<file path="src/lcc_pkg.sv">
package lcc_pkg;
  // ---------------------------------------------------------------
  // register map, index form: byte address is four times the index
  // ---------------------------------------------------------------
  localparam logic [11:0] LCC_IDX_CTRL_ZERO  = 12'hF00;
  localparam logic [11:0] LCC_IDX_CTRL_ONE   = 12'hF01;
  localparam logic [11:0] LCC_IDX_PULSE_BASE = 12'hF08;
  localparam int          LCC_PULSE_COUNT    = 8;
  localparam int          LCC_ADR_WIDTH      = 14;

  // ---------------------------------------------------------------
  // field positions
  // ---------------------------------------------------------------
  localparam int LCC_POS_PATTERN_TYPE   = 7;
  localparam int LCC_POS_PATTERN_DEST   = 6;
  localparam int LCC_POS_RX_POWER       = 5;
  localparam int LCC_POS_EQ_LSB         = 0;
  localparam int LCC_POS_RX_TERM        = 7;
  localparam int LCC_POS_TX_TERM        = 6;
  localparam int LCC_POS_TERM_CODE_LSB  = 4;
  localparam int LCC_POS_RX_JITTER      = 3;

  // ---------------------------------------------------------------
  // reset values
  // ---------------------------------------------------------------
  localparam logic [7:0] LCC_RST_CTRL_ZERO = 8'h00;
  localparam logic [7:0] LCC_RST_CTRL_ONE  = 8'h00;
  localparam logic [7:0] LCC_RST_PULSE     = 8'h00;

  // ---------------------------------------------------------------
  // equalizer code boundaries
  // ---------------------------------------------------------------
  localparam logic [4:0] LCC_EQ_T1_LH_LAST   = 5'h07;
  localparam logic [4:0] LCC_EQ_T1_LH45_LO   = 5'h04;
  localparam logic [4:0] LCC_EQ_T1_SH_FIRST  = 5'h08;
  localparam logic [4:0] LCC_EQ_T1_SH_ARB    = 5'h0D;
  localparam logic [4:0] LCC_EQ_T1_GAIN_LO   = 5'h0E;
  localparam logic [4:0] LCC_EQ_T1_GAIN_ARB  = 5'h13;
  localparam logic [4:0] LCC_EQ_T1_GAIN_LBO  = 5'h14;
  localparam logic [4:0] LCC_EQ_E1_FIRST     = 5'h18;

  typedef enum logic [1:0] {
    LCC_HAUL_LONG  = 2'b00,
    LCC_HAUL_SHORT = 2'b01,
    LCC_HAUL_GAIN  = 2'b10
  } lcc_haul_t;

  typedef enum logic [1:0] {
    LCC_SENS_15DB = 2'b00,
    LCC_SENS_29DB = 2'b01,
    LCC_SENS_36DB = 2'b10,
    LCC_SENS_45DB = 2'b11
  } lcc_sens_t;

  typedef enum logic [1:0] {
    LCC_MEDIA_TP100  = 2'b00,
    LCC_MEDIA_COAX75 = 2'b01,
    LCC_MEDIA_TP120  = 2'b10
  } lcc_media_t;
endpackage

</file>
<file path="src/lcc_eq_decode.sv">
`timescale 1ns/1ps
module lcc_eq_decode
  import lcc_pkg::*;
(
  input  wire logic [4:0] code_i,
  output lcc_haul_t       haul_o,
  output lcc_sens_t       sens_o,
  output lcc_media_t      media_o,
  output logic            e1_mode_o,
  output logic            arbitrary_o,
  output logic [1:0]      build_out_o,
  output logic [2:0]      cable_range_o
);
  // ---------------------------------------------------------------
  // equalizer code to line mode
  // ---------------------------------------------------------------
  always_comb begin
    haul_o        = LCC_HAUL_LONG;
    sens_o        = LCC_SENS_36DB;
    media_o       = LCC_MEDIA_TP100;
    e1_mode_o     = 1'b0;
    arbitrary_o   = 1'b0;
    build_out_o   = 2'h0;
    cable_range_o = 3'h0;
    if (code_i <= LCC_EQ_T1_LH_LAST) begin // RQ5
      sens_o      = (code_i >= LCC_EQ_T1_LH45_LO) ? LCC_SENS_45DB : LCC_SENS_36DB;
      build_out_o = code_i[1:0];
    end else if (code_i <= LCC_EQ_T1_SH_ARB) begin // RQ6
      haul_o        = LCC_HAUL_SHORT;
      sens_o        = LCC_SENS_15DB;
      arbitrary_o   = (code_i == LCC_EQ_T1_SH_ARB);
      // the arbitrary code has no cable range of its own
      if (code_i != LCC_EQ_T1_SH_ARB)
        cable_range_o = 3'(code_i - LCC_EQ_T1_SH_FIRST);
    end else if (code_i < LCC_EQ_E1_FIRST) begin // RQ7
      haul_o = LCC_HAUL_GAIN;
      sens_o = LCC_SENS_29DB;
      if (code_i < LCC_EQ_T1_GAIN_ARB)
        cable_range_o = 3'(code_i - LCC_EQ_T1_GAIN_LO);
      arbitrary_o = (code_i == LCC_EQ_T1_GAIN_ARB);
      if (code_i >= LCC_EQ_T1_GAIN_LBO)
        build_out_o = code_i[1:0];
    end else begin // RQ8
      e1_mode_o = 1'b1;
      media_o   = code_i[0] ? LCC_MEDIA_TP120 : LCC_MEDIA_COAX75;
      case (code_i[2:1])
        2'h0:    sens_o = LCC_SENS_36DB;
        2'h1:    sens_o = LCC_SENS_45DB;
        2'h2:    sens_o = LCC_SENS_15DB;
        default: sens_o = LCC_SENS_29DB;
      endcase
      case (code_i[2:1])
        2'h2:    haul_o = LCC_HAUL_SHORT;
        2'h3:    haul_o = LCC_HAUL_GAIN;
        default: haul_o = LCC_HAUL_LONG;
      endcase
    end
  end
endmodule // lcc_eq_decode

</file>
<file path="src/lcc_top.sv">
// How it works
// RQ1 - bit 7 of control zero picks 2^15-1 pseudo-random or 2^20-1 quasi-random
// RQ2 - bit 6 of control zero sends pattern to line (0) or receive outputs (1)
// RQ3 - bit 5 of control zero powers receive section; pll stays on when 0
// RQ4 - bits 4..0 of control zero hold equalizer code, reset 00000
// RQ5 - codes 00..07 are T1 long haul, 36/45 dB, four build-outs each
// RQ6 - codes 08..0C T1 short haul cable ranges; 0D short haul arbitrary pulse
// RQ7 - codes 0E..17 T1 gain mode 29 dB: ranges, arbitrary 13, build-outs
// RQ8 - codes 18..1F E1 pairs; even code coax 75, odd twisted pair 120
// RQ9 - arbitrary codes shape pulse from eight segment registers from 0x0f08
// RQ10 - bit 7 of control one selects receive termination; high impedance at reset
// RQ11 - bit 6 of control one selects transmit termination
// RQ12 - bits 5..4 pick 100/110/75/120 ohm when both terminations internal
// RQ13 - bit 3 of control one enables receive jitter attenuator, default off
// RQ14 - fields drive static outputs, effective the cycle after write completes
`timescale 1ns/1ps
module lcc_top
  import lcc_pkg::*;
#(
  parameter int PULSE_SEGMENTS = LCC_PULSE_COUNT
)(
  input  wire logic                     clk_i,
  input  wire logic                     rst_i,
  input  wire logic                     cyc_i,
  input  wire logic                     stb_i,
  input  wire logic                     we_i,
  input  wire logic [LCC_ADR_WIDTH-1:0] adr_i,
  input  wire logic [3:0]               sel_i,
  input  wire logic [31:0]              dat_i,
  output logic      [31:0]              dat_o,
  output logic                          ack_o,
  output logic                          pattern_quasi_random_o,
  output logic                          pattern_destination_select_o,
  output logic                          receiver_power_enable_o,
  output logic      [4:0]               equalizer_code_o,
  output logic                          receive_termination_select_o,
  output logic                          transmit_termination_select_o,
  output logic      [1:0]               termination_impedance_code_o,
  output logic                          internal_impedance_valid_o,
  output logic                          receive_jitter_attenuator_enable_o,
  output logic                          e1_mode_o,
  output lcc_haul_t                     haul_mode_o,
  output lcc_sens_t                     receive_sensitivity_o,
  output lcc_media_t                    cable_media_o,
  output logic      [1:0]               transmit_build_out_o,
  output logic      [2:0]               cable_range_o,
  output logic                          arbitrary_pulse_o,
  output logic      [7:0]               pulse_segment_o [PULSE_SEGMENTS]
);
  // ---------------------------------------------------------------
  // elaboration check
  // ---------------------------------------------------------------
  if (PULSE_SEGMENTS != LCC_PULSE_COUNT) begin : g_bad_seg
    $error("pulse segment count must be eight");
  end

  // ---------------------------------------------------------------
  // bus decode
  // ---------------------------------------------------------------
  function automatic logic [11:0] word_index(input logic [LCC_ADR_WIDTH-1:0] a);
    return a[LCC_ADR_WIDTH-1:2];
  endfunction

  logic [11:0] idx;
  logic        req;
  logic        wr_ok;
  logic        hit_zero;
  logic        hit_one;
  logic        hit_seg;
  logic [2:0]  seg_idx;
  logic [11:0] seg_off;

  assign idx      = word_index(adr_i);
  assign req      = cyc_i && stb_i && !ack_o;
  assign wr_ok    = req && we_i && sel_i[0];
  assign hit_zero = (idx == LCC_IDX_CTRL_ZERO);
  assign hit_one  = (idx == LCC_IDX_CTRL_ONE);
  assign seg_off  = idx - LCC_IDX_PULSE_BASE;
  assign hit_seg  = (idx >= LCC_IDX_PULSE_BASE) && (seg_off < 12'(PULSE_SEGMENTS));
  assign seg_idx  = seg_off[2:0];

  // ---------------------------------------------------------------
  // registers
  // ---------------------------------------------------------------
  logic [7:0] ctrl_zero_r;
  logic [7:0] ctrl_one_r;
  logic [7:0] seg_r [PULSE_SEGMENTS];

  // writes land on the edge that raises ack; the field outputs follow one edge later
  always_ff @(posedge clk_i) begin
    if (rst_i) begin
      ctrl_zero_r <= LCC_RST_CTRL_ZERO; // RQ4
    end else if (wr_ok && hit_zero) begin
      ctrl_zero_r <= dat_i[7:0];
    end
  end

  always_ff @(posedge clk_i) begin
    if (rst_i) begin
      ctrl_one_r <= LCC_RST_CTRL_ONE; // RQ10
    end else if (wr_ok && hit_one) begin
      ctrl_one_r <= dat_i[7:0];
    end
  end

  always_ff @(posedge clk_i) begin
    if (rst_i) begin
      for (int i = 0; i < PULSE_SEGMENTS; i++) seg_r[i] <= LCC_RST_PULSE;
    end else if (wr_ok && hit_seg) begin
      seg_r[seg_idx] <= dat_i[7:0]; // RQ9
    end
  end

  // one wait-free answer: ack one cycle after the request is seen
  always_ff @(posedge clk_i) begin
    if (rst_i) begin
      ack_o <= 1'b0;
      dat_o <= 32'h0000_0000;
    end else begin
      ack_o <= req;
      dat_o <= 32'h0000_0000;
      if (req && !we_i) begin
        if (hit_zero)      dat_o <= {24'h00_0000, ctrl_zero_r};
        else if (hit_one)  dat_o <= {24'h00_0000, ctrl_one_r};
        else if (hit_seg)  dat_o <= {24'h00_0000, seg_r[seg_idx]};
      end
    end
  end

  // ---------------------------------------------------------------
  // equalizer decode
  // ---------------------------------------------------------------
  lcc_haul_t  haul_nxt;
  lcc_sens_t  sens_nxt;
  lcc_media_t media_nxt;
  logic       e1_nxt;
  logic       arb_nxt;
  logic [1:0] lbo_nxt;
  logic [2:0] range_nxt;

  lcc_eq_decode u_eq (
    .code_i        (ctrl_zero_r[LCC_POS_EQ_LSB +: 5]),
    .haul_o        (haul_nxt),
    .sens_o        (sens_nxt),
    .media_o       (media_nxt),
    .e1_mode_o     (e1_nxt),
    .arbitrary_o   (arb_nxt),
    .build_out_o   (lbo_nxt),
    .cable_range_o (range_nxt)
  );

  // ---------------------------------------------------------------
  // static configuration outputs
  // ---------------------------------------------------------------
  always_ff @(posedge clk_i) begin
    if (rst_i) begin
      pattern_quasi_random_o       <= 1'b0;
      pattern_destination_select_o <= 1'b0;
      receiver_power_enable_o      <= 1'b0;
      equalizer_code_o             <= 5'h00;
    end else begin
      pattern_quasi_random_o       <= ctrl_zero_r[LCC_POS_PATTERN_TYPE]; // RQ1
      pattern_destination_select_o <= ctrl_zero_r[LCC_POS_PATTERN_DEST]; // RQ2
      receiver_power_enable_o      <= ctrl_zero_r[LCC_POS_RX_POWER]; // RQ3
      equalizer_code_o             <= ctrl_zero_r[LCC_POS_EQ_LSB +: 5]; // RQ14
    end
  end

  always_ff @(posedge clk_i) begin
    if (rst_i) begin
      receive_termination_select_o       <= 1'b0;
      transmit_termination_select_o      <= 1'b0;
      termination_impedance_code_o       <= 2'h0;
      internal_impedance_valid_o         <= 1'b0;
      receive_jitter_attenuator_enable_o <= 1'b0;
    end else begin
      receive_termination_select_o  <= ctrl_one_r[LCC_POS_RX_TERM]; // RQ10
      transmit_termination_select_o <= ctrl_one_r[LCC_POS_TX_TERM]; // RQ11
      termination_impedance_code_o  <= ctrl_one_r[LCC_POS_TERM_CODE_LSB +: 2]; // RQ12
      // impedance code only matters with both sides internally terminated
      internal_impedance_valid_o    <= ctrl_one_r[LCC_POS_RX_TERM]
                                       && ctrl_one_r[LCC_POS_TX_TERM]; // RQ12
      receive_jitter_attenuator_enable_o <= ctrl_one_r[LCC_POS_RX_JITTER]; // RQ13
    end
  end

  always_ff @(posedge clk_i) begin
    if (rst_i) begin
      e1_mode_o             <= 1'b0;
      haul_mode_o           <= LCC_HAUL_LONG;
      receive_sensitivity_o <= LCC_SENS_36DB;
      cable_media_o         <= LCC_MEDIA_TP100;
      transmit_build_out_o  <= 2'h0;
      cable_range_o         <= 3'h0;
      arbitrary_pulse_o     <= 1'b0;
    end else begin
      e1_mode_o             <= e1_nxt; // RQ8
      haul_mode_o           <= haul_nxt; // RQ5
      receive_sensitivity_o <= sens_nxt; // RQ6
      cable_media_o         <= media_nxt; // RQ8
      transmit_build_out_o  <= lbo_nxt; // RQ7
      cable_range_o         <= range_nxt;
      arbitrary_pulse_o     <= arb_nxt; // RQ9
    end
  end

  // segments reach the shaper only while an arbitrary code is active
  always_ff @(posedge clk_i) begin
    if (rst_i) begin
      for (int i = 0; i < PULSE_SEGMENTS; i++) pulse_segment_o[i] <= LCC_RST_PULSE;
    end else begin
      for (int i = 0; i < PULSE_SEGMENTS; i++)
        pulse_segment_o[i] <= arb_nxt ? seg_r[i] : LCC_RST_PULSE; // RQ9
    end
  end

  // ---------------------------------------------------------------
  // checks
  // ---------------------------------------------------------------
  property p_rx_power;
    @(posedge clk_i) disable iff (rst_i)
      (ack_o && $past(we_i && hit_zero && sel_i[0]))
        |=> receiver_power_enable_o == $past(dat_i[LCC_POS_RX_POWER], 2);
  endproperty
  a_rx_power: assert property (p_rx_power) else $error("rx power not following write"); // RQ3

  property p_pattern;
    @(posedge clk_i) disable iff (rst_i)
      ##1 (pattern_quasi_random_o == $past(ctrl_zero_r[LCC_POS_PATTERN_TYPE]))
          && (pattern_destination_select_o == $past(ctrl_zero_r[LCC_POS_PATTERN_DEST]));
  endproperty
  a_pattern: assert property (p_pattern) else $error("pattern fields wrong"); // RQ1

  property p_eq_write;
    @(posedge clk_i) disable iff (rst_i)
      (wr_ok && hit_zero) |=> ##1 equalizer_code_o == $past(dat_i[4:0], 2);
  endproperty
  a_eq_write: assert property (p_eq_write) else $error("equalizer code late"); // RQ14

  property p_long_haul;
    @(posedge clk_i) disable iff (rst_i)
      (equalizer_code_o <= LCC_EQ_T1_LH_LAST && $stable(equalizer_code_o))
        |-> haul_mode_o == LCC_HAUL_LONG && !e1_mode_o
            && transmit_build_out_o == equalizer_code_o[1:0];
  endproperty
  a_long_haul: assert property (p_long_haul) else $error("long haul decode wrong"); // RQ5

  property p_short_arb;
    @(posedge clk_i) disable iff (rst_i)
      ($stable(equalizer_code_o) && equalizer_code_o == LCC_EQ_T1_SH_ARB)
        |-> arbitrary_pulse_o && haul_mode_o == LCC_HAUL_SHORT
            && receive_sensitivity_o == LCC_SENS_15DB;
  endproperty
  a_short_arb: assert property (p_short_arb) else $error("short haul arbitrary wrong"); // RQ6

  property p_gain;
    @(posedge clk_i) disable iff (rst_i)
      ($stable(equalizer_code_o) && equalizer_code_o >= LCC_EQ_T1_GAIN_LO
       && equalizer_code_o < LCC_EQ_E1_FIRST)
        |-> receive_sensitivity_o == LCC_SENS_29DB && haul_mode_o == LCC_HAUL_GAIN;
  endproperty
  a_gain: assert property (p_gain) else $error("gain mode decode wrong"); // RQ7

  property p_e1_media;
    @(posedge clk_i) disable iff (rst_i)
      ($stable(equalizer_code_o) && equalizer_code_o >= LCC_EQ_E1_FIRST)
        |-> e1_mode_o && cable_media_o ==
            (equalizer_code_o[0] ? LCC_MEDIA_TP120 : LCC_MEDIA_COAX75);
  endproperty
  a_e1_media: assert property (p_e1_media) else $error("e1 media wrong"); // RQ8

  property p_term;
    @(posedge clk_i) disable iff (rst_i)
      ##1 internal_impedance_valid_o == (receive_termination_select_o
                                         && transmit_termination_select_o);
  endproperty
  a_term: assert property (p_term) else $error("impedance valid mismatch"); // RQ12

  property p_jitter;
    @(posedge clk_i) disable iff (rst_i)
      (wr_ok && hit_one) |=> ##1 receive_jitter_attenuator_enable_o == $past(dat_i[3], 2)
        && transmit_termination_select_o == $past(dat_i[6], 2);
  endproperty
  a_jitter: assert property (p_jitter) else $error("control one fields late"); // RQ13

  property p_rx_term_reset;
    @(posedge clk_i) $fell(rst_i) |-> !receive_termination_select_o;
  endproperty
  a_rx_term_reset: assert property (p_rx_term_reset) else $error("rx not high impedance"); // RQ10

  property p_tx_term;
    @(posedge clk_i) disable iff (rst_i)
      ##1 transmit_termination_select_o == $past(ctrl_one_r[LCC_POS_TX_TERM]);
  endproperty
  a_tx_term: assert property (p_tx_term) else $error("tx termination wrong"); // RQ11

  property p_eq_reset;
    @(posedge clk_i) $fell(rst_i) |-> equalizer_code_o == 5'h00;
  endproperty
  a_eq_reset: assert property (p_eq_reset) else $error("equalizer not reset"); // RQ4

  property p_seg_gate;
    @(posedge clk_i) disable iff (rst_i)
      !arbitrary_pulse_o && $stable(arbitrary_pulse_o) |-> pulse_segment_o[0] == 8'h00;
  endproperty
  a_seg_gate: assert property (p_seg_gate) else $error("segments leak"); // RQ9

  property p_ack_pulse;
    @(posedge clk_i) disable iff (rst_i)
      ack_o |=> !ack_o;
  endproperty
  a_ack_pulse: assert property (p_ack_pulse) else $error("ack held too long"); // RQ14

  property p_ack_answer;
    @(posedge clk_i) disable iff (rst_i)
      (cyc_i && stb_i && !ack_o) |=> ack_o;
  endproperty
  a_ack_answer: assert property (p_ack_answer) else $error("request not answered"); // RQ14

  property p_read_idle;
    @(posedge clk_i) disable iff (rst_i)
      !ack_o |-> dat_o == 32'h0000_0000;
  endproperty
  a_read_idle: assert property (p_read_idle) else $error("read data outside ack"); // RQ14

  property p_read_upper;
    @(posedge clk_i) disable iff (rst_i)
      ack_o |-> dat_o[31:8] == 24'h00_0000;
  endproperty
  a_read_upper: assert property (p_read_upper) else $error("read data upper bits set"); // RQ14

  property p_lane_refuse;
    @(posedge clk_i) disable iff (rst_i)
      (cyc_i && stb_i && !ack_o && we_i && !sel_i[0])
        |=> $stable(ctrl_zero_r) && $stable(ctrl_one_r);
  endproperty
  a_lane_refuse: assert property (p_lane_refuse) else $error("unselected lane written"); // RQ4

  property p_one_write;
    @(posedge clk_i) disable iff (rst_i)
      (wr_ok && hit_one) |=> ctrl_one_r == $past(dat_i[7:0]);
  endproperty
  a_one_write: assert property (p_one_write) else $error("control one write lost"); // RQ10

  property p_off_reset;
    @(posedge clk_i)
      $fell(rst_i) |-> !receive_jitter_attenuator_enable_o && !receiver_power_enable_o
        && !transmit_termination_select_o;
  endproperty
  a_off_reset: assert property (p_off_reset) else $error("enables not off after reset"); // RQ13
endmodule // lcc_top

</file>
<file path="config.mk">
export PLATFORM = sky130hd
export DESIGN_NAME = lcc_top
export DESIGN_NICKNAME = d
export VERILOG_FILES = /design/src/lcc_pkg.sv /design/src/lcc_eq_decode.sv /design/src/lcc_top.sv
export SDC_FILE = /design/constraint.sdc
export NUM_CORES = 1
export LEC_CHECK = 0
export BUFFER_PORTS_ARGS = -buffer_cell sky130_fd_sc_hd__buf_2
export CAP_MARGIN = 20
export CORE_UTILIZATION = 57
export DETAILED_ROUTE_END_ITERATION = 10
export GPL_TIMING_DRIVEN = 0
export PLACE_DENSITY = 0.82
export SYNTH_ARGS = -nofsm -noshare
export SYNTH_HDL_FRONTEND = slang
export SYNTH_SLANG_ARGS = --single-unit
</file>
<file path="constraint.sdc">
create_clock -name clk_i -period 5.3 [get_ports clk_i]
set_clock_uncertainty 0.15 [all_clocks]
set_input_delay 1.325 -clock clk_i [delete_from_list [all_inputs] [get_ports clk_i]]
set_output_delay 1.325 -clock clk_i [all_outputs]
set_load 0.01 [all_outputs]
</file>
# Yosys cells after proc, flatten, opt, wreduce, memory -nomap -nowiden
# Memories as Yosys holds them, arrays and structs flattened. A register that Yosys moved wholly into a read port is not among the register bits.
# Index checks and enable logic that the tools add are counted.
# classes
n_eq_ne,8
add_sub_neg,3
reduce_logical,20
n_lt_le_gt_ge,8
muxes,32
bitwise,2
# ops
operator,n
8-bit two-way mux,4
"12-bit equality test, second input constant",2
2-bit two-way mux,9
3-bit two-way mux,5
"12-bit greater-or-equal comparator, second input constant",1
"12-bit by 4-bit less-than comparator with 1-bit output, second input constant",1
1-bit two-way mux,12
"12-bit subtractor, second input constant",1
1-bit logical AND,10
"5-bit less-than comparator, second input constant",2
4-bit OR reduction,2
8-bit OR reduction,1
2-bit one-hot mux with 3 select lines,1
2-bit OR reduction,3
"5-bit by 4-bit equality test with 1-bit output, second input constant",1
"5-bit equality test, second input constant",1
"5-bit by 3-bit greater-or-equal comparator with 1-bit output, second input constant",1
"5-bit greater-or-equal comparator, second input constant",1
"5-bit by 3-bit <= comparator with 1-bit output, second input constant",1
"5-bit by 4-bit <= comparator with 1-bit output, second input constant",1
"5-bit by 4-bit inequality test with 1-bit output, second input constant",1
"2-bit equality test, second input constant",2
2-bit one-hot mux with 2 select lines,1
3-bit OR reduction,1
other kinds (6),8
# word_totals
memories,1
mem_bits_rw,64
word_cells,96
regBits,76
# memory_table
memory,depth,word_bits,rd,rd_ports_with_merged_regs,write_ports,line,rtl
seg_r,8,8,9,8,8,lcc_top.sv:87,logic [7:0] seg_r [PULSE_SEGMENTS];

# Depth between registers and ports, before layout
# Gate-level depths: netlist of run 1.
# depth
depth_word,10
mapped_depth,7

# Modules after synthesis
# A second synthesis of run 1 with hierarchy kept.
# hier_totals
hier_cells,636
area_unflattened_um2,7125.6
# modules_own_cells
module,cells_each,area_each_um2,instances,seq_area_each_um2
lcc_top,580,6723.9,1,4244.1
lcc_eq_decode,56,401.6,1,0.0

# Worst setup path after synthesis of run 1
# No wires, ideal clock.
# synth_path
path_kind,input port to flip-flop
from,input port adr_i[5]
to,"memory seg_r[6][0], enable pin"
setup_time_ps,331
t_required_ps,4819
path_stages,7
n_path_buf,1
arrival_ps,2906
slack_ps,1914
cell_sequence,inv_1 ha_1 nand4b_1 or4_1 buf_2 nor3b_2 a31o_1
# synth_lines
item,line,rtl
from (decl),lcc_top.sv:27,"input wire logic [LCC_ADR_WIDTH-1:0] adr_i,"
to (decl),lcc_top.sv:87,

==> results of run 1 <==
cell type report:
class / count / area (um2) / share of cell area, %
Tap cell: 143 / 179 / 2.13
Buffer: 61 / 343 / 4.08
Sequential cell: 180 / 4240 / 50.5
Timing Repair Buffer: 122 / 611 / 7.26
Inverter: 9 / 33.8 / 0.402
Multi-Input combinational cell: 376 / 2390 / 28.4
Clock buffer: 23 / 522 / 6.21
Clock inverter: 9 / 86.3 / 1.03
metrics by stage:
stage / std cells / worst slack, ns / power [mW] / hold WS, ns / utilization (%)
final: 923 / 1.88 / 2.86 / 0.320 / 72.4
after global routing: 923 / 1.73 / 2.93 / 0.336 / 72.4
after CTS: 923 / 1.88 / 2.86 / 0.323 / 72.4
after detailed placement: 891 / 1.44 / 1.62 / 0.309 / 67.2
after global placement: 891 / 1.49 / 1.61 / 0.302 / 67.2
after floorplan: 626 / 1.91 / 1.57 / 0.285 / -
cell families after synthesis:
kind of cell,share of synthesized area (%)
other,0.0542
buffers and inverters,5.44
muxes,5.80
xor gates and xnor gates,0.127
DFF,61.3
adders and majority gates,1.08
and+or+nand+nor,18.8
AOI/OAI and AO/OA,7.39
metal layers:
metal	up-vias	track usage, %	share of wire [%]
met5	-	0	0
met4	0	10.1	2.8
met3	43	5.08	8.3
met2	292	47.4	49
met1	2428	35.4	39
li1	2368	-	-
synthesized netlist by cell type, types with 3 or more instances:
master	count
a31o_2	3
nand2_1	16
and4_1	3
nor2b_1	19
a21o_1	3
o22ai_1	8
and3_1	3
nor3_1	6
a21oi_1	22
nand2b_1	9
o21ai_0	21
buf_4	26
mux2i_1	12
inv_1	9
ha_1	6
o211a_1	8
dfxtp_1	116
edfxtp_1	64
and2_1	66
buf_2	6
mux4_2	12
nor2_1	76
clkbuf_1	25
nand3_1	23
final timing paths:
path | cells after the start | end | startpoint
setup / recovery | 8 | seg_r[6][1]$_SDFFCE_PN0P_ | adr_i[5]
hold / removal | 1 | pulse_segment_o[25]$_SDFF_PP0_ | seg_r[4][1]$_SDFFCE_PN0P_
setup reg to reg | 4 | seg_r[6][1]$_SDFFCE_PN0P_ | ack_o$_SDFF_PP0_
hold reg to reg | 1 | pulse_segment_o[25]$_SDFF_PP0_ | seg_r[4][1]$_SDFFCE_PN0P_
power by group:
group          switching [mW]  total [mW]  leakage (nW)  internal (mW)
Clock                   0.523        1.27         0.304          0.748
Combinational          0.0841       0.135          1.81         0.0508
Sequential             0.0102        1.46          1.58           1.45
cells in the final DEF (no fill, tap or decap), types with 12 or more instances in the layout:
cell and count:
clkbuf_1 27, conb_1 24, buf_4 26, o21ai_0 21, nor2b_1 19, a21oi_1 22, dfxtp_1 116, nand3_1 23
nor2_1 76, edfxtp_1 64, mux2i_1 12, and2_1 66, mux4_2 12, clkbuf_16 20, buf_2 128, nand2_1 16
registers in the layout, indices dropped and copies added, names as in the netlist, 3 cells and up:
| register | cells |
|---|---|
| cable_range_o | 3 |
| ctrl_one_r | 8 |
| ctrl_zero_r | 8 |
| dat_o | 8 |
| equalizer_code_o | 5 |
| pulse_segment_o | 64 |
| seg_r | 64 |
worst max-delay path, stage by stage:
cell and delay, ns:
buf_2 0.10, inv_1 0.04, ha_1 0.26, nand4b_1 0.13
or4_1 0.49, buf_2 0.19, nor3b_2 0.29, a31o_1 0.49
==> out/qor.yml, run 1 <==
run_status:
  status: "finished with violations"
  violations: "DRC"
clock_tree:
  clk_latency_ns: 0.43
  postCtsResizedCells: 0
  numCtsBuffers: 17
  clockBufferDepth: 2
  cts_root_buf: "clkbuf_16"
  clk_pin_slew_ns: 0.07
  ctsHtreeMaxLevel: 4
  cts_tree: "done"
  postCtsHoldBufs: 0
  post_cts_buffers: 0
  cts_sinks: 180
grt:
  grt_pass1_vias: 4882
  grt_max_degree: 17
  grt_use_total_pct: 27.7
  grt_overflow_total: 0
  antenna_found_initial: 0
  grt_pass1_wl_um: 26100
drt:
  vias_per_cell: 5.56
  drtIter0Drc: 431
  vias: 5131
  drc: 10
  dr.pass1.iters: 10
  routed_wl_um: 16900
  wl_per_cell_um: 18.3
  antenna_left: 0
critical_path:
  cp_max_fo: 8
  worst_setup_path_end_kind: "flip-flop"
  r2r_slack_ns: 2.77
  cp.required_ns: 5.22
  startpoint_type: "input pin"
  criticalPathCategory: "in2reg"
  crit_arrival_ns: 3.34
yosys:
  synth_edf_count: 64
  syn_avg_cell_area_um2: 11.5
  ys_seq_area_share_pct: 61.3
  synth_area_leaders: "dfxtp_1 34%, edfxtp_1 28%, and2_1 6.0%, nor2_1 4.1%, mux4_2 3.9%"
  synth_area_mm2: 0.00692
  async_flop_share_pct: 0
  synth_ff_type: "dfxtp_1"
  yosys_warnings: 0
  synth_cell_types: 56
  syn_inst: 603
  ys_ff_latch: 180
  synth_top_area_share_pct: 33.5
  synth_area_leader_cell: "dfxtp_1"
floorplanning:
  rows: 39
  io_pins: 179
  die_w_um: 112
  core_mm2: 0.0116
  dieArea_mm2: 0.0126
  start_util_pct: 59.6
  die_height_um: 112
sta:
  finalCritPeriodShare_pct: 64.5
  hold_violations: 0
  tns_ns: 0
  drv_slew: 0
  worstMarginPinSlew_ns: 1.10
  fmax_mhz: 292
  relSlewSlack_pct: 26.0
  period_needed_ns: 3.42
  rsz0062_at_grt: "false"
  setup_viol: 0
placed_design:
  gp_congestion: 0.904
  post-dp-hpwl_um: 12000
  placed_area_mm2: 0.00780
  port_buffers: 122
run:
  maxCapViolCount: 0
hold_path:
  hp-class: "reg2reg"
finish:
  layout.nets: 828
  drive_above_1_share_pct: 27.1
  postLayoutCellArea_mm2: 0.00841
  antenna_cells: 0
  area_delta_synth_final_pct: 21.4
  fillers: 831
power:
  p_per_area_mw_per_mm2: 341
  leakage_nw: 3.69
  ir_drop_mv: 0.198
No activity file was read; power rests on OpenSTA's default activity.
==> inputs of run 2 (changes only) <==
--- a/config.mk
+++ b/config.mk
@@ -7,10 +7,10 @@
 export LEC_CHECK = 0
 export BUFFER_PORTS_ARGS = -buffer_cell sky130_fd_sc_hd__buf_2
 export CAP_MARGIN = 20
-export CORE_UTILIZATION = 57
+export CORE_UTILIZATION = 53
 export DETAILED_ROUTE_END_ITERATION = 10
 export GPL_TIMING_DRIVEN = 0
-export PLACE_DENSITY = 0.82
+export PLACE_DENSITY = 0.77
 export SYNTH_ARGS = -nofsm -noshare
 export SYNTH_HDL_FRONTEND = slang
 export SYNTH_SLANG_ARGS = --single-unit
==> constraint.sdc (replaced) <==
create_clock -name clk_i -period 3.6 [get_ports clk_i]
set_clock_uncertainty 0.15 [all_clocks]
set_input_delay 0.9 -clock clk_i [delete_from_list [all_inputs] [get_ports clk_i]]
set_output_delay 0.9 -clock clk_i [all_outputs]
set_load 0.01 [all_outputs]
==> run 2 against run 1 <==
Compared with the run above: the run now ends clean; via count down 0.51%; final cell count increased by 3.1%; highest routed layer unchanged; clock power is 43% higher; wire length increased by 0.66%; worst hold slack gained 0.00099 ns.
==> out/qor.yml, run 2 (synthesized netlist as in run 1, its figures left out) <==
run_status:
  status: "completed"  # was finished with violations
sta:
  setup_viol: 0  # unchanged
  relSlewSlack_pct: 33.4  # was 26.0%
  holdWs_ns: 0.321  # was 0.320 ns
  fmax_mhz: 336
  finalCritPeriodShare_pct: 82.8
  worstMarginPinSlew_ns: 0.992  # was 1.10 ns
  period_needed_ns: 2.98
  tns_ns: 0  # unchanged
  hold_violations: 0  # unchanged
  rsz0062_at_grt: "false"  # unchanged
  drv_slew: 0  # unchanged
clock_tree:
  cts_tree: "done"  # unchanged
  numCtsBuffers: 17  # unchanged
  clk_pin_slew_ns: 0.06  # was 0.07 ns
  postCtsResizedCells: 0  # unchanged
  cts_root_buf: "clkbuf_16"  # unchanged
  post_cts_buffers: 0  # unchanged
  postCtsHoldBufs: 0  # unchanged
  clockBufferDepth: 2  # unchanged
  cts_sinks: 180  # unchanged
  ctsHtreeMaxLevel: 4  # unchanged
  clk_latency_ns: 0.43  # about the same
drt:
  wl_per_cell_um: 17.8  # was 18.3 um
  dr.pass1.iters: 7  # was 10
  drc: 0  # was 10
  antenna_left: 0  # unchanged
  vias_per_cell: 5.36  # was 5.56
  drtIter0Drc: 575  # was 431
  routed_wl_um: 17000  # was 16,900 um
  vias: 5105  # was 5,131
finish:
  drive_above_1_share_pct: 26.5  # was 27.1%
  reg.largest.list: "pulse_segment_o (64), seg_r (64)"  # unchanged
  area_delta_synth_final_pct: 21.6  # was 21.4%
  fillers: 998  # was 831
  most-common-layout-cells: "128 x buf_2, 116 x dfxtp_1, 76 x nor2_1"  # unchanged
  final_util_pct: 66.4  # was 72.4%
  antenna_cells: 0  # unchanged
  layout.nets: 828  # unchanged
  instances_no_fill: 952  # was 923
  final_common_cell: "buf_2"  # unchanged
power:
  p_sw_mw: 0.889  # was 0.618 mW
  ir_drop_mv: 0.346  # was 0.198 mV
  netSwitchingFraction_pct: 21.3  # was 21.6%
  pwr-share-seq_pct: 51.5  # was 50.9%
  leakage_nw: 3.67  # was 3.69 nW
  power_frac_comb_pct: 4.8  # was 4.7%
  p_per_area_mw_per_mm2: 495  # was 341 mW/mm2
  clock_power_share_pct: 43.8  # was 44.4%
  total_power_mw: 4.17  # was 2.86 mW
  internal-power_mw: 3.28  # was 2.24 mW
grt:
  grt_overflow_total: 0  # unchanged
  grt_use_total_pct: 26.1  # was 27.7%
  grt_pass1_wl_um: 25500  # was 26,100 um
  grt_max_degree: 17  # unchanged
  grt_pass1_vias: 4809  # was 4,882
  antenna_found_initial: 0  # unchanged
floorplanning:
  core_mm2: 0.0127  # was 0.0116 mm2
  rows: 41  # was 39
  die_w_um: 116  # was 112 um
  start_util_pct: 54.6  # was 59.6%
  io_pins: 179  # unchanged
  dieArea_mm2: 0.0135  # was 0.0126 mm2
  die_height_um: 116  # was 112 um
run:
  maxCapViolCount: 0  # unchanged
placed_design:
  port_buffers: 122  # unchanged
  post-dp-hpwl_um: 11900  # was 12,000 um
  placed_cells: 920  # was 891
  gp_congestion: 0.903  # was 0.904
critical_path:
  startpoint_type: "input pin"  # unchanged
  cp_max_fo: 8  # unchanged
  criticalPathCategory: "in2reg"  # unchanged
  worst_setup_path_end_kind: "flip-flop"  # unchanged
  crit_arrival_ns: 2.91  # was 3.34 ns
  cp.required_ns: 3.53  # was 5.22 ns
hold_path:
  hp-class: "reg2reg"  # unchanged
-- run 2: through the flow --
stage               area, um2  setup WS, ns
floorplan                7010         0.639
detailed placement       7840         0.184
finish                   8420         0.620
CTS                      8420         0.639
global placement         7840         0.223
global route             8420         0.507
-- run 2: area by class of cell --
class                   instances  area [um2]  share of cell area, %
clock inverters                10         106                   1.26
inverters                       9        33.8                  0.401
flip-flops and latches        180        4240                   50.4
well taps                     172         215                   2.56
clock buffers                  22         475                   5.65
multi-input cells             376        2390                   28.4
plain buffers                  61         343                   4.07
repair buffers                122         611                   7.25
-- run 2: power groups by stage --
stage / combinational, mW / clock [mW] / sequential (mW)
finish: 0.198 / 1.82 / 2.14
floorplan: 0.129 / 0 / 2.18
global route: 0.211 / 1.92 / 2.15
detailed placement: 0.192 / 0 / 2.19
CTS: 0.194 / 1.84 / 2.14
global placement: 0.188 / 0 / 2.19
-- run 2: routing by layer --
layer / track usage (%) / wire length (um) / up-vias
li1: - / - / 2372
met1: 32.4 / 6670 / 2401
met2: 42.6 / 8340 / 291
met3: 7.27 / 1490 / 41
met4: 11.5 / 488 / 0
met5: 0 / 0 / -
-- run 2: worst max-delay path: stages --
cell and delay [ns]:
buf_2 0.11, inv_1 0.04, ha_1 0.27, nand4b_1 0.14, or4_1 0.50, buf_2 0.19, nor3b_2 0.28, a31o_1 0.46
-- run 2: path summary, 6_finish.rpt --
| path | depth (start not counted) | end | slack [ns] | startpoint |
|---|---|---|---|---|
| worst max-delay path | 8 | seg_r[6][4]$_SDFFCE_PN0P_ | 0.62 | adr_i[5] |
| worst min-delay path | 1 | pulse_segment_o[12]$_SDFF_PP0_ | 0.32 | seg_r[6][4]$_SDFFCE_PN0P_ |
| worst max register to register | 4 | seg_r[6][4]$_SDFFCE_PN0P_ | 1.12 | ack_o$_SDFF_PP0_ |
| worst min register to register | 1 | pulse_segment_o[12]$_SDFF_PP0_ | 0.32 | seg_r[6][4]$_SDFFCE_PN0P_ |
